[src/core/pel_pkg.sv]
// Constants shared by the PWM event and output logic block.
// Assumes a single 50 MHz core clock that also serves as peripheral and system clock.
// Function
// Destination code routes logic result to pair
// Signals of absent generators read as zero
// A, C, E drive high; B, D, F low
// Pin enable puts event on its pin
// Polarity bit set makes event active low
// Stretch events to eight cycles unless disabled
// Stretch counter runs on peripheral clock
// Sync bit resynchronises event to system clock
// Sync without stretch gives two-cycle pulse
// Source codes: trigger, generator output, ADC triggers
// Codes 2-5 pick protection-input active signals
// Steering needs push-pull, half-period needs center-aligned
// Generator output tapped before mode and override
// Steering and half-period taken in generator domain
// Generator select 0-3 picks generator one-four
// Absent or reserved generator yields no event
// Pseudorandom read gives 15 bits, bit15 zero
// Maximal 15-bit feedback, advances, never locks up
package pel_pkg;

   // -----------------------------------------------------------------
   // Sizes
   // -----------------------------------------------------------------
   localparam int NUM_GEN = 4;
   localparam int NUM_INST = 6;
   localparam int ADDR_W = 4;
   localparam int SYNC_W = 12 * NUM_GEN + NUM_INST + 2 * NUM_GEN;

   // -----------------------------------------------------------------
   // Register word offsets
   // -----------------------------------------------------------------
   localparam logic [3:0] OFS_LOGIC_CTRL0 = 4'h0;
   localparam logic [3:0] OFS_EVENT_CTRL0 = 4'h6;
   localparam logic [3:0] OFS_PRNG = 4'hC;

   // -----------------------------------------------------------------
   // Field positions, masks and reset values
   // -----------------------------------------------------------------
   localparam logic [15:0] LOGIC_CTRL_MASK = 16'hFFF7;
   localparam logic [15:0] EVENT_CTRL_MASK = 16'hF0F7;
   localparam logic [15:0] CTRL_RESET = 16'h0000;
   localparam logic [14:0] PRNG_RESET = 15'h0000;
   localparam int EV_PIN_EN_BIT = 15;
   localparam int EV_POL_BIT = 14;
   localparam int EV_STRD_BIT = 13;
   localparam int EV_SYNC_BIT = 12;
   localparam int EV_SEL_LSB = 4;
   localparam int EV_GEN_LSB = 0;
   localparam int LOGIC_DEST_LSB = 0;

   // -----------------------------------------------------------------
   // Codes
   // -----------------------------------------------------------------
   localparam logic [2:0] DEST_OFF = 3'h0;
   localparam logic [2:0] DEST_PAIR4 = 3'h3;
   localparam logic [3:0] SEL_GEN_TRIG = 4'h0;
   localparam logic [3:0] SEL_GEN_OUT = 4'h1;
   localparam logic [3:0] SEL_PCI_SYNC = 4'h2;
   localparam logic [3:0] SEL_PCI_FF = 4'h3;
   localparam logic [3:0] SEL_PCI_CL = 4'h4;
   localparam logic [3:0] SEL_PCI_FAULT = 4'h5;
   localparam logic [3:0] SEL_HALF = 4'h6;
   localparam logic [3:0] SEL_OUTPUT_STEERING_SIGNAL = 4'h7;
   localparam logic [3:0] SEL_ADC1 = 4'h8;
   localparam logic [3:0] SEL_ADC2 = 4'h9;
   localparam logic [2:0] GEN_LAST = 3'h3;

   // -----------------------------------------------------------------
   // Timing
   // -----------------------------------------------------------------
   localparam int CLK_MHZ = 50;
   localparam int STRETCH_PERIODS = 8;
   localparam logic [2:0] STRETCH_LOAD = 3'(STRETCH_PERIODS - 1);

   typedef enum logic [1:0] {BUS_IDLE, BUS_ACK} pel_bus_state_t;

endpackage : pel_pkg

[src/core/pel_event_logic.sv]
// PWM logic-function routing, event outputs and pseudorandom register.
// Generator, protection-input and logic-result signals arrive from other clock
// domains and pass a two-flop synchroniser; registers sit on Avalon-MM.
`timescale 1ns/1ps

module pel_event_logic
   import pel_pkg::*;
#(
   parameter logic [NUM_GEN-1:0] GEN_PRESENT = 4'hF
)
(
   // Clock and reset
   input wire logic core_clk,
   input wire logic rst_n,
   // Avalon-MM slave
   input wire logic [ADDR_W-1:0] avs_address,
   input wire logic avs_read,
   input wire logic avs_write,
   input wire logic [31:0] avs_writedata,
   input wire logic [3:0] avs_byteenable,
   output logic [31:0] avs_readdata,
   output logic avs_waitrequest,
   // Generator-side signals, one bit per generator
   input wire logic [NUM_GEN-1:0] gen_trigger_in,
   input wire logic [NUM_GEN-1:0] gen_raw_out_in,
   input wire logic [NUM_GEN-1:0] pci_sync_in,
   input wire logic [NUM_GEN-1:0] pci_feedfwd_in,
   input wire logic [NUM_GEN-1:0] pci_curlim_in,
   input wire logic [NUM_GEN-1:0] pci_fault_in,
   input wire logic [NUM_GEN-1:0] half_period_signal,
   input wire logic [NUM_GEN-1:0] output_steering_signal,
   input wire logic [NUM_GEN-1:0] adc_trig1_in,
   input wire logic [NUM_GEN-1:0] adc_trig2_in,
   input wire logic [NUM_GEN-1:0] center_mode_in,
   input wire logic [NUM_GEN-1:0] push_pull_mode_in,
   // Logic function results and generator pin drive
   input wire logic [NUM_INST-1:0] logic_result_in,
   input wire logic [NUM_GEN-1:0] gen_high_in,
   input wire logic [NUM_GEN-1:0] gen_low_in,
   // Pins
   output logic [NUM_GEN-1:0] high_side_pin,
   output logic [NUM_GEN-1:0] low_side_pin,
   output logic [NUM_INST-1:0] event_output_pin,
   output logic [NUM_INST-1:0] event_pin_oe,
   output logic [NUM_INST-1:0] event_internal
);

   // -----------------------------------------------------------------
   // Input synchroniser
   // -----------------------------------------------------------------
   logic [SYNC_W-1:0] sync_a_ff;
   logic [SYNC_W-1:0] sync_b_ff;

   always_ff @(posedge core_clk or negedge rst_n)
   begin
      if (!rst_n)
      begin
         sync_a_ff <= '0;
         sync_b_ff <= '0;
      end
      else
      begin
         sync_a_ff <= {gen_trigger_in, gen_raw_out_in, pci_sync_in, pci_feedfwd_in, pci_curlim_in,
                       pci_fault_in, half_period_signal, output_steering_signal, adc_trig1_in,
                       adc_trig2_in, center_mode_in, push_pull_mode_in, logic_result_in,
                       gen_high_in, gen_low_in};
         sync_b_ff <= sync_a_ff;
      end
   end

   // Only these masked copies are read; sync_a_ff feeds nothing but sync_b_ff
   logic [NUM_GEN-1:0] s_trig;
   logic [NUM_GEN-1:0] s_gout;
   logic [NUM_GEN-1:0] s_psync;
   logic [NUM_GEN-1:0] s_pff;
   logic [NUM_GEN-1:0] s_pcl;
   logic [NUM_GEN-1:0] s_pfault;
   logic [NUM_GEN-1:0] s_half;
   logic [NUM_GEN-1:0] s_output_steering_signal;
   logic [NUM_GEN-1:0] s_adc1;
   logic [NUM_GEN-1:0] s_adc2;
   logic [NUM_GEN-1:0] s_center;
   logic [NUM_GEN-1:0] s_pushpull;
   logic [NUM_GEN-1:0] s_high;
   logic [NUM_GEN-1:0] s_low;
   logic [NUM_INST-1:0] s_result;

   // Absent generators contribute zero everywhere
   assign {s_trig, s_gout, s_psync, s_pff, s_pcl, s_pfault, s_half, s_output_steering_signal, s_adc1, s_adc2,
           s_center, s_pushpull, s_result, s_high, s_low} =
          sync_b_ff & {{12{GEN_PRESENT}}, {NUM_INST{1'b1}}, GEN_PRESENT, GEN_PRESENT};

   // -----------------------------------------------------------------
   // Register bus
   // -----------------------------------------------------------------
   pel_bus_state_t bus_state_ff;
   logic [15:0] logic_ctrl_ff [NUM_INST];
   logic [15:0] event_ctrl_ff [NUM_INST];
   logic [14:0] prng_ff;
   logic [15:0] rd_word;
   logic wr_fire;
   logic [15:0] lane_mask;

   // Waitrequest stays high until one cycle after the request is seen,
   // so every access completes on the second edge.
   always_ff @(posedge core_clk or negedge rst_n)
   begin
      if (!rst_n)
         bus_state_ff <= BUS_IDLE;
      else
      begin
         case (bus_state_ff)
            BUS_IDLE: bus_state_ff <= (avs_read || avs_write) ? BUS_ACK : BUS_IDLE;
            BUS_ACK: bus_state_ff <= BUS_IDLE;
            default: bus_state_ff <= BUS_IDLE;
         endcase
      end
   end

   assign wr_fire = (bus_state_ff == BUS_ACK) && avs_write;
   assign lane_mask = {{8{avs_byteenable[1]}}, {8{avs_byteenable[0]}}};

   // -----------------------------------------------------------------
   // Read path; reads have no side effects
   // -----------------------------------------------------------------

   always_comb
   begin
      rd_word = 16'h0000;
      if (avs_address >= OFS_LOGIC_CTRL0 && avs_address < OFS_EVENT_CTRL0)
         rd_word = logic_ctrl_ff[3'(avs_address - OFS_LOGIC_CTRL0)];
      else if (avs_address >= OFS_EVENT_CTRL0 && avs_address < OFS_PRNG)
         rd_word = event_ctrl_ff[3'(avs_address - OFS_EVENT_CTRL0)];
      else if (avs_address == OFS_PRNG)
         rd_word = {1'b0, prng_ff};
   end

   always_ff @(posedge core_clk or negedge rst_n)
   begin
      if (!rst_n)
      begin
         avs_waitrequest <= 1'b1;
         avs_readdata <= 32'h0000_0000;
      end
      else
      begin
         avs_waitrequest <= !((bus_state_ff == BUS_IDLE) && (avs_read || avs_write));
         if ((bus_state_ff == BUS_IDLE) && avs_read)
            avs_readdata <= {16'h0000, rd_word};
      end
   end

   // -----------------------------------------------------------------
   // Pseudorandom register
   // -----------------------------------------------------------------
   logic prng_fb;

   // x^15 + x^14 + 1; a zero state feeds a one so it cannot stick
   assign prng_fb = (prng_ff[14] ^ prng_ff[13]) | (prng_ff == 15'h0000);

   // A bus write wins over the shift in the same cycle
   always_ff @(posedge core_clk or negedge rst_n)
   begin
      if (!rst_n)
         prng_ff <= PRNG_RESET;
      else if (wr_fire && avs_address == OFS_PRNG)
         prng_ff <= (prng_ff & ~lane_mask[14:0]) | (avs_writedata[14:0] & lane_mask[14:0]);
      else
         prng_ff <= {prng_ff[13:0], prng_fb};
   end

   // -----------------------------------------------------------------
   // Logic function routing onto pin pairs
   // -----------------------------------------------------------------
   logic [NUM_GEN-1:0] lf_high [NUM_INST];
   logic [NUM_GEN-1:0] lf_low [NUM_INST];
   logic [NUM_GEN-1:0] hit_high;
   logic [NUM_GEN-1:0] hit_low;
   logic [NUM_GEN-1:0] val_high;
   logic [NUM_GEN-1:0] val_low;

   genvar gi;
   generate
      for (gi = 0; gi < NUM_INST; gi++)
      begin : g_inst
         logic [2:0] dest;
         logic [NUM_GEN-1:0] onehot;

         always_ff @(posedge core_clk or negedge rst_n)
         begin
            if (!rst_n)
               logic_ctrl_ff[gi] <= CTRL_RESET;
            else if (wr_fire && avs_address == 4'(OFS_LOGIC_CTRL0 + gi))
               logic_ctrl_ff[gi] <= (logic_ctrl_ff[gi] & ~lane_mask)
                                    | (avs_writedata[15:0] & lane_mask & LOGIC_CTRL_MASK);
         end

         assign dest = logic_ctrl_ff[gi][LOGIC_DEST_LSB +: 3];
         // Zero and reserved codes select nothing
         assign onehot = (dest != DEST_OFF && dest <= DEST_PAIR4)
                         ? 4'(4'h1 << dest) : 4'h0;
         assign lf_high[gi] = ((gi % 2) == 0) ? onehot : 4'h0;
         assign lf_low[gi] = ((gi % 2) == 1) ? onehot : 4'h0;

         // -----------------------------------------------------------
         // Event output path
         // -----------------------------------------------------------
         logic [15:0] ctl;
         logic [1:0] gsel;
         logic gen_ok;
         logic src;
         logic src_ff;
         logic prev_ff;
         logic str_ff;
         logic s1_ff;
         logic s2_ff;
         logic s3_ff;
         logic p_ff;
         logic p2_ff;
         logic lvl_ff;
         logic [2:0] cnt_ff;

         always_ff @(posedge core_clk or negedge rst_n)
         begin
            if (!rst_n)
               event_ctrl_ff[gi] <= CTRL_RESET;
            else if (wr_fire && avs_address == 4'(OFS_EVENT_CTRL0 + gi))
               event_ctrl_ff[gi] <= (event_ctrl_ff[gi] & ~lane_mask)
                                    | (avs_writedata[15:0] & lane_mask & EVENT_CTRL_MASK);
         end

         assign ctl = event_ctrl_ff[gi];
         assign gsel = ctl[EV_GEN_LSB +: 2];
         assign gen_ok = (ctl[EV_GEN_LSB +: 3] <= GEN_LAST) && GEN_PRESENT[gsel];

         // -----------------------------------------------------------
         // Event source selection
         // -----------------------------------------------------------

         always_comb
         begin
            src = 1'b0;
            if (gen_ok)
            begin
               case (ctl[EV_SEL_LSB +: 4])
                  SEL_GEN_TRIG: src = s_trig[gsel];
                  SEL_GEN_OUT: src = s_gout[gsel];
                  SEL_PCI_SYNC: src = s_psync[gsel];
                  SEL_PCI_FF: src = s_pff[gsel];
                  SEL_PCI_CL: src = s_pcl[gsel];
                  SEL_PCI_FAULT: src = s_pfault[gsel];
                  SEL_HALF: src = s_half[gsel] & s_center[gsel];
                  SEL_OUTPUT_STEERING_SIGNAL: src = s_output_steering_signal[gsel] & s_pushpull[gsel];
                  SEL_ADC1: src = s_adc1[gsel];
                  SEL_ADC2: src = s_adc2[gsel];
                  default: src = 1'b0;
               endcase
            end
         end

         // -----------------------------------------------------------
         // Pulse stretching
         // -----------------------------------------------------------
         // Stretch counted on the peripheral clock, never a generator clock
         // A new rising edge reloads the count, so bursts merge
         always_ff @(posedge core_clk or negedge rst_n)
         begin
            if (!rst_n)
            begin
               src_ff <= 1'b0;
               prev_ff <= 1'b0;
               cnt_ff <= 3'h0;
               str_ff <= 1'b0;
            end
            else
            begin
               src_ff <= src;
               prev_ff <= src_ff;
               if (!ctl[EV_STRD_BIT] && src_ff && !prev_ff)
                  cnt_ff <= STRETCH_LOAD;
               else if (cnt_ff != 3'h0)
                  cnt_ff <= cnt_ff - 3'h1;
               str_ff <= ctl[EV_STRD_BIT] ? src_ff : (src_ff | (cnt_ff != 3'h0));
            end
         end

         // -----------------------------------------------------------
         // Resynchronisation
         // -----------------------------------------------------------
         // System-clock resynchronisation stage, bypassed when sync is off
         // Source edges fewer than three cycles apart merge into one pulse
         always_ff @(posedge core_clk or negedge rst_n)
         begin
            if (!rst_n)
            begin
               s1_ff <= 1'b0;
               s2_ff <= 1'b0;
               s3_ff <= 1'b0;
               p_ff <= 1'b0;
               p2_ff <= 1'b0;
               lvl_ff <= 1'b0;
            end
            else
            begin
               s1_ff <= str_ff;
               s2_ff <= s1_ff;
               s3_ff <= s2_ff;
               p_ff <= s2_ff & !s3_ff;
               p2_ff <= p_ff;
               if (ctl[EV_SYNC_BIT])
                  lvl_ff <= ctl[EV_STRD_BIT] ? (p_ff | p2_ff) : s2_ff;
               else
                  lvl_ff <= str_ff;
            end
         end

         // -----------------------------------------------------------
         // Event pin drivers
         // -----------------------------------------------------------
         // Pin drivers; a disabled pin rests at its inactive level
         // Enable and level change on one edge, so enabling never glitches
         always_ff @(posedge core_clk or negedge rst_n)
         begin
            if (!rst_n)
            begin
               event_internal[gi] <= 1'b0;
               event_output_pin[gi] <= 1'b0;
               event_pin_oe[gi] <= 1'b0;
            end
            else
            begin
               event_internal[gi] <= lvl_ff ^ ctl[EV_POL_BIT];
               event_output_pin[gi] <= ctl[EV_PIN_EN_BIT] ? (lvl_ff ^ ctl[EV_POL_BIT])
                                                          : ctl[EV_POL_BIT];
               event_pin_oe[gi] <= ctl[EV_PIN_EN_BIT];
            end
         end
      end
   endgenerate

   // -----------------------------------------------------------------
   // Pin pair outputs
   // -----------------------------------------------------------------
   // Several instances on one pin are ORed together
   always_comb
   begin
      hit_high = 4'h0;
      hit_low = 4'h0;
      val_high = 4'h0;
      val_low = 4'h0;
      for (int i = 0; i < NUM_INST; i++)
      begin
         hit_high = hit_high | lf_high[i];
         hit_low = hit_low | lf_low[i];
         val_high = val_high | (lf_high[i] & {NUM_GEN{s_result[i]}});
         val_low = val_low | (lf_low[i] & {NUM_GEN{s_result[i]}});
      end
   end

   always_ff @(posedge core_clk or negedge rst_n)
   begin
      if (!rst_n)
      begin
         high_side_pin <= 4'h0;
         low_side_pin <= 4'h0;
      end
      else
      begin
         high_side_pin <= (s_high & ~hit_high) | val_high;
         low_side_pin <= (s_low & ~hit_low) | val_low;
      end
   end

endmodule : pel_event_logic

[config.mk]
export PLATFORM = sky130hd
export DESIGN_NAME = pel_event_logic
export DESIGN_NICKNAME = d
export VERILOG_FILES = /design/src/core/pel_pkg.sv /design/src/core/pel_event_logic.sv
export SDC_FILE = /design/constraint.sdc
export NUM_CORES = 1
export LEC_CHECK = 0
export ABC_AREA = 1
export ABC_CLOCK_PERIOD_IN_PS = 2100
export BUFFER_PORTS_ARGS = -buffer_cell sky130_fd_sc_hd__clkbuf_2
export CORE_ASPECT_RATIO = 0.6
export CORE_UTILIZATION = 55
export DETAILED_ROUTE_END_ITERATION = 8
export HOLD_SLACK_MARGIN = 0.03
export PLACE_DENSITY = 0.74
export RECOVER_POWER = 50
export SLEW_MARGIN = 20
export SYNTH_ARGS = -nofsm -noshare
export SYNTH_HDL_FRONTEND = slang
export SYNTH_SLANG_ARGS = --single-unit
[constraint.sdc]
create_clock -name core_clk -period 2.1 [get_ports core_clk]
set_clock_uncertainty 0.2 [all_clocks]
set_input_delay 0.63 -clock core_clk [delete_from_list [all_inputs] [get_ports core_clk]]
set_output_delay 0.63 -clock core_clk [all_outputs]
set_load 0.05 [all_outputs]
# --- After elaboration in Yosys (flattened, before gate mapping) ---
# Index checks and enable logic that the tools add are counted.
word_totals:
  register_bits: 448
  output_inout_bits: 59
classes:
  n_addsub: 7
  n_lt_le_gt_ge: 24
  n_eq_ne: 67
  n_shift: 6
  mux: 222
  bitwise: 90
  reduce_logical: 89
op_table:
  columns: ["op", "count"]
  rows:
  - ["$and A16 B16 Y16", 13]
  - ["$or A16 B16 Y16", 12]
  - ["$bmux W1 S2", 78]
  - ["$eq A4 B3 Y1 const B", 28]
  - ["$mux W1", 109]
  - ["$bmux W16 S3", 2]
  - ["$mux W16", 6]
  - ["$eq A4 B4 Y1 const B", 17]
  - ["$pmux W1 S10", 6]
  - ["$eq A4 B2 Y1 const B", 14]
  - ["$logic_and A1 B1 Y1", 42]
  - ["$or A4 B4 Y4", 10]
  - ["$le A3 B2 Y1 const B", 12]
  - ["$mux W3", 12]
  - ["$reduce_bool A3 Y1", 12]
  - ["$and A4 B4 Y4", 8]
  - ["$and A15 B15 Y15", 2]
  - ["$mux W15", 2]
  - ["$eq A4 B1 Y1 const B", 7]
  - ["$logic_not A4 Y1", 7]
  - ["$mux W4", 6]
  - ["$shl A1 B3 Y4 const A", 6]
  - ["$logic_not A1 Y1", 19]
  - ["$and A1 B1 Y1", 18]
  - ["21 further kinds", 57]

# --- Logic depth before layout (Yosys ltp) ---
depth:
  ltp_word: 8
  ltp_mapped: 13
  depth_no_buf: 11

# --- Worst setup path after synthesis ---
# Ideal clock, no wire load.
synth_path:
  path_type: "input to register"
  start: "in avs_address[1]"
  end: "reg avs_readdata[13]"
  setup_ns: 0.118
  arrival_ns: 2.119
  required_time_ns: 1.782
  path_slack_ns: -0.337
  path_stages: 12
  n_path_buf: 2
  path_cell_list: "buf_2 inv_2 ha_1 inv_1 clkbuf_1 o21ai_0 o21ai_1 clkinv_1 nand2_1 nand2_1 nor2_1 nor2_1"
synth_via:
  elab_chain_cells: 7
  word_cells_on_any_way: 19
  cone_classes: "add/sub (1); order compare (4); eq/ne (1); mux (9); bitwise (2); reduce/logical (2)"
synth_lines:
  columns: ["item", "line_no", "rtl"]
  rows:
  - ["start: declaration", "pel_event_logic.sv:16", "input wire logic [ADDR_W-1:0] avs_address,"]
  - ["$sub A3 B3 Y3", "pel_event_logic.sv:133", "rd_word = event_ctrl_ff[3'(avs_address - OFS_EVENT_CTRL0)];"]
  - ["$not A3 Y4 (not written as such)", "pel_event_logic.sv:133", null]
  - ["$bmux W16 S3", "pel_event_logic.sv:133", null]
  - ["$mux W16 (not written as such) (2 in series)", "pel_event_logic.sv:133", null]
  - ["$mux W16", "pel_event_logic.sv:132", "else if (avs_address >= OFS_EVENT_CTRL0 && avs_address < OFS_PRNG)"]
  - ["$mux W16 *", "pel_event_logic.sv:130", "if (avs_address >= OFS_LOGIC_CTRL0 && avs_address < OFS_EVENT_CTRL0)"]
  - ["end signal: assignment", "pel_event_logic.sv:149", "avs_readdata <= {16'h0000, rd_word};"]
  - ["end: declaration", "pel_event_logic.sv:21", "output logic [31:0] avs_readdata,"]
# Mark *: on every way between the ends. The rest lies on a longest branch, timed or not. The select of a mux whose other input is x is not followed.
# A chain may end at the register's enable or synchronous reset.

# --- Final worst setup path ---
layout_path:
  start: "reg avs_waitrequest"
  end: "out avs_waitrequest"
layout_rtl:
  columns: ["item", "line_no", "rtl"]
  rows:
  - ["start: declaration", "pel_event_logic.sv:22", "output logic avs_waitrequest,"]
  - ["start signal: assignment", "pel_event_logic.sv:147", "avs_waitrequest <= !((bus_state_ff == BUS_IDLE) && (avs_read || avs_write));"]
# No word-level cell between the ends.

==> results.sh <==
export IMPL_status="finished, violations left"
export IMPL_violations="negative setup slack"
export IMPL_multi_input_area_sq_um=7500
export IMPL_maxSlewViolCount=0
export IMPL_final_util_pct=68.5
export IMPL_design_area_sq_um=24300
export IMPL_first_iter_violations=2088
export IMPL_ir_drop_v=0.000671
export IMPL_crit_path_max_incr_delay_ns=0.55
export IMPL_routed_via_count=18000
export IMPL_crit_chain="clkbuf_16"
export IMPL_fin_crit_ns=2.12
export IMPL_grt_pass1_wl_um=96800
export IMPL_io_buffer_count=130
export IMPL_worstSetupStartpointType="flip-flop"
export IMPL_die_y_um=150
export IMPL_ys_warn_count=0
export IMPL_end_kind="output port"
export IMPL_ys_seq_elements=447
export IMPL_core_area_sq_um=35500
export IMPL_first_pass_iters=6
export IMPL_io_pins=165
export IMPL_start_util_pct=56.5
export IMPL_synthCells=2479
export IMPL_clk_path_buf_depth=3
export IMPL_required_ns=1.27
export IMPL_grt_antenna_before_repair=1
export IMPL_p_leak_nw=12.4
export IMPL_synth_common_cells="nand2_1 (917), dfrtp_1 (446), inv_1 (222)"
export IMPL_max_freq_mhz=472
export IMPL_grt_max_degree=69
export IMPL_cp_max_fo=1
export IMPL_dieWidth_um=249
export IMPL_crit_buf_inv=1
export IMPL_finalWorstSetupSlack_ns=-0.0167
export IMPL_post_route_period_util_pct=101
export IMPL_postCtsSetupBuffers=0
export IMPL_synth_area_top_cells="dfrtp_1 (56%), nand2_1 (17%), o21ai_0 (4.8%)"
export IMPL_wl_um=63000
export IMPL_fillers=2787
export IMPL_yosysSeqAreaShare_pct=55.8
export IMPL_critPathArrivalTime_ns=1.29
export IMPL_hold_path_class="input pin to flip-flop"
export IMPL_rsz0062_at_grt="yes"
export IMPL_drcViolationCount=0
export IMPL_rows=53
export IMPL_vias_per_cell=5.54
export IMPL_finalHoldViolations=0
export IMPL_insertion_delay_ns=0.57
export IMPL_synth_top_area_share_pct=55.6
export IMPL_area_growth_pct=21.2
export IMPL_fp_dieArea_sq_um=37300
export IMPL_synth_most_common_cell="nand2_1"
export IMPL_pre_cts_ws_ns=-0.374
export IMPL_totalPowerFinal_mw=26.2
export IMPL_drive_gt1_share_pct=13.8
export IMPL_grt_pass1_vias=17000
export IMPL_syn_area_sq_um=20100
export IMPL_routabilityCongestion=0.979
export IMPL_synthDistinctLibCells=39
export IMPL_clock_sinks=447
export IMPL_synth_top_flop_cell="dfrtp_1"
export IMPL_cap_viol_max_count=0
export IMPL_dp_hpwl_um=45700
export IMPL_track_usage_pct=34.4
export IMPL_synth_top_area_cell="dfrtp_1"
export IMPL_cts_buffers=40
export IMPL_synth_edf_count=0
export IMPL_placed_area_sq_um=22200
export IMPL_slew_headroom_pct=38.0
export IMPL_setup_viol=1
export IMPL_ctsHtreeMaxLevel=2
export IMPL_clk_pin_slew_ns=0.07
export IMPL_final_seq_area_sq_um=11200
export IMPL_async_reset_ff_share_pct=100
export IMPL_avgSynthCellArea_sq_um=8.09
export IMPL_crit_family="flip-flops"
export IMPL_fin_nets=2871
export IMPL_grt_overflow_total=0
export IMPL_cts_root_buf="clkbuf_16"
export IMPL_critPathKind="flip-flop to output port"
export IMPL_crit_slowest_cell="dfstp_2"
export IMPL_power_density_nw_per_um2=1080
export IMPL_tightest_slew_ns=0.930
export IMPL_tritoncts="built"
export IMPL_routedWlPerCell_um=19.4
export IMPL_final_antenna_net_count=0
## cells in the final DEF (no fill, tap or decap), drive strengths merged, types with 33 or more instances in the layout
cell	n
dfrtp	446
nand2	917
clkbuf	182
o21ai	233
inv	237
a21oi	33
nor2	220
nand3	123
dlygate4sd3	63
buf	138
## final cells by class
type | instances | share of cell area, %
flip-flops and latches | 447 | 46.0
multi-input cells | 1686 | 30.9
repair buffers | 334 | 10.9
clock buffers | 49 | 4.59
inverters | 243 | 3.76
well taps | 467 | 2.40
clock inverters | 25 | 1.46
diodes | 1 | 0.0103
## where the power goes
group          switching [mW]  total, mW  internal, mW
clock network            3.41       8.12          4.71
registers                1.03       11.3          10.2
logic                    4.65       6.83          2.17
## per-layer routing
metal  track usage (%)  vias up  wire length [um]  part of all wire, %
met2              47.1      973             25300                   40
met3              12.8      102              8640                   14
met1              50.8     8632             27800                   44
met4              8.82        2              1230                  2.0
li1                  -     8303                 -                    -
met5              2.08        -               104                 0.16
## timing repair
action | 4_1_cts | 5_1_grt
gates resized for setup | 10 | 12
endpoints found under the setup margin | 6 | 22
hold endpoints to repair | 94 | 0
pin swaps | 0 | 0
hold buffers | 63 | 0
## final timing paths
check / slack (ns) / cells after the start / end / from
max in group asynchronous: 0.14 / 3 / async pin / rst_n
hold reg to reg: 0.14 / 0 / sync_b_ff[10] / sync_a_ff[10]
min in group asynchronous: 0.54 / 2 / async pin / rst_n
setup / recovery: -0.02 / 1 / avs_waitrequest / avs_waitrequest
setup reg to reg: 0.05 / 9 / flip-flop / bus_state_ff[0]
hold / removal: 0.13 / 3 / flip-flop / avs_writedata[14]
## stage by stage
step,instances,hold WS (ns),setup TNS (ns)
2_1_floorplan,2494,0.131,0
3_3_place_gp,3114,0.132,-25.57
3_5_place_dp,3114,0.135,-30.63
4_1_cts,3251,0.126,-0.0210
5_1_grt,3252,0.144,-0.0378
6_report,3252,0.133,-0.0167
## cell families (layout without fill, tap and decap cells)
group | after synthesis | count (layout) | synth area share [%]
other | 1 | 17 | 0.0187
xor gates and xnor gates | 12 | 12 | 0.524
buffers and inverters | 361 | 651 | 7.36
and+or+nand+nor | 1311 | 1311 | 26.1
muxes | 8 | 8 | 0.449
adders and majority gates | 13 | 13 | 0.811
DFF | 447 | 447 | 55.8
AOI/OAI and AO/OA | 326 | 326 | 9.01
No activity file was read; power rests on OpenSTA's default activity.
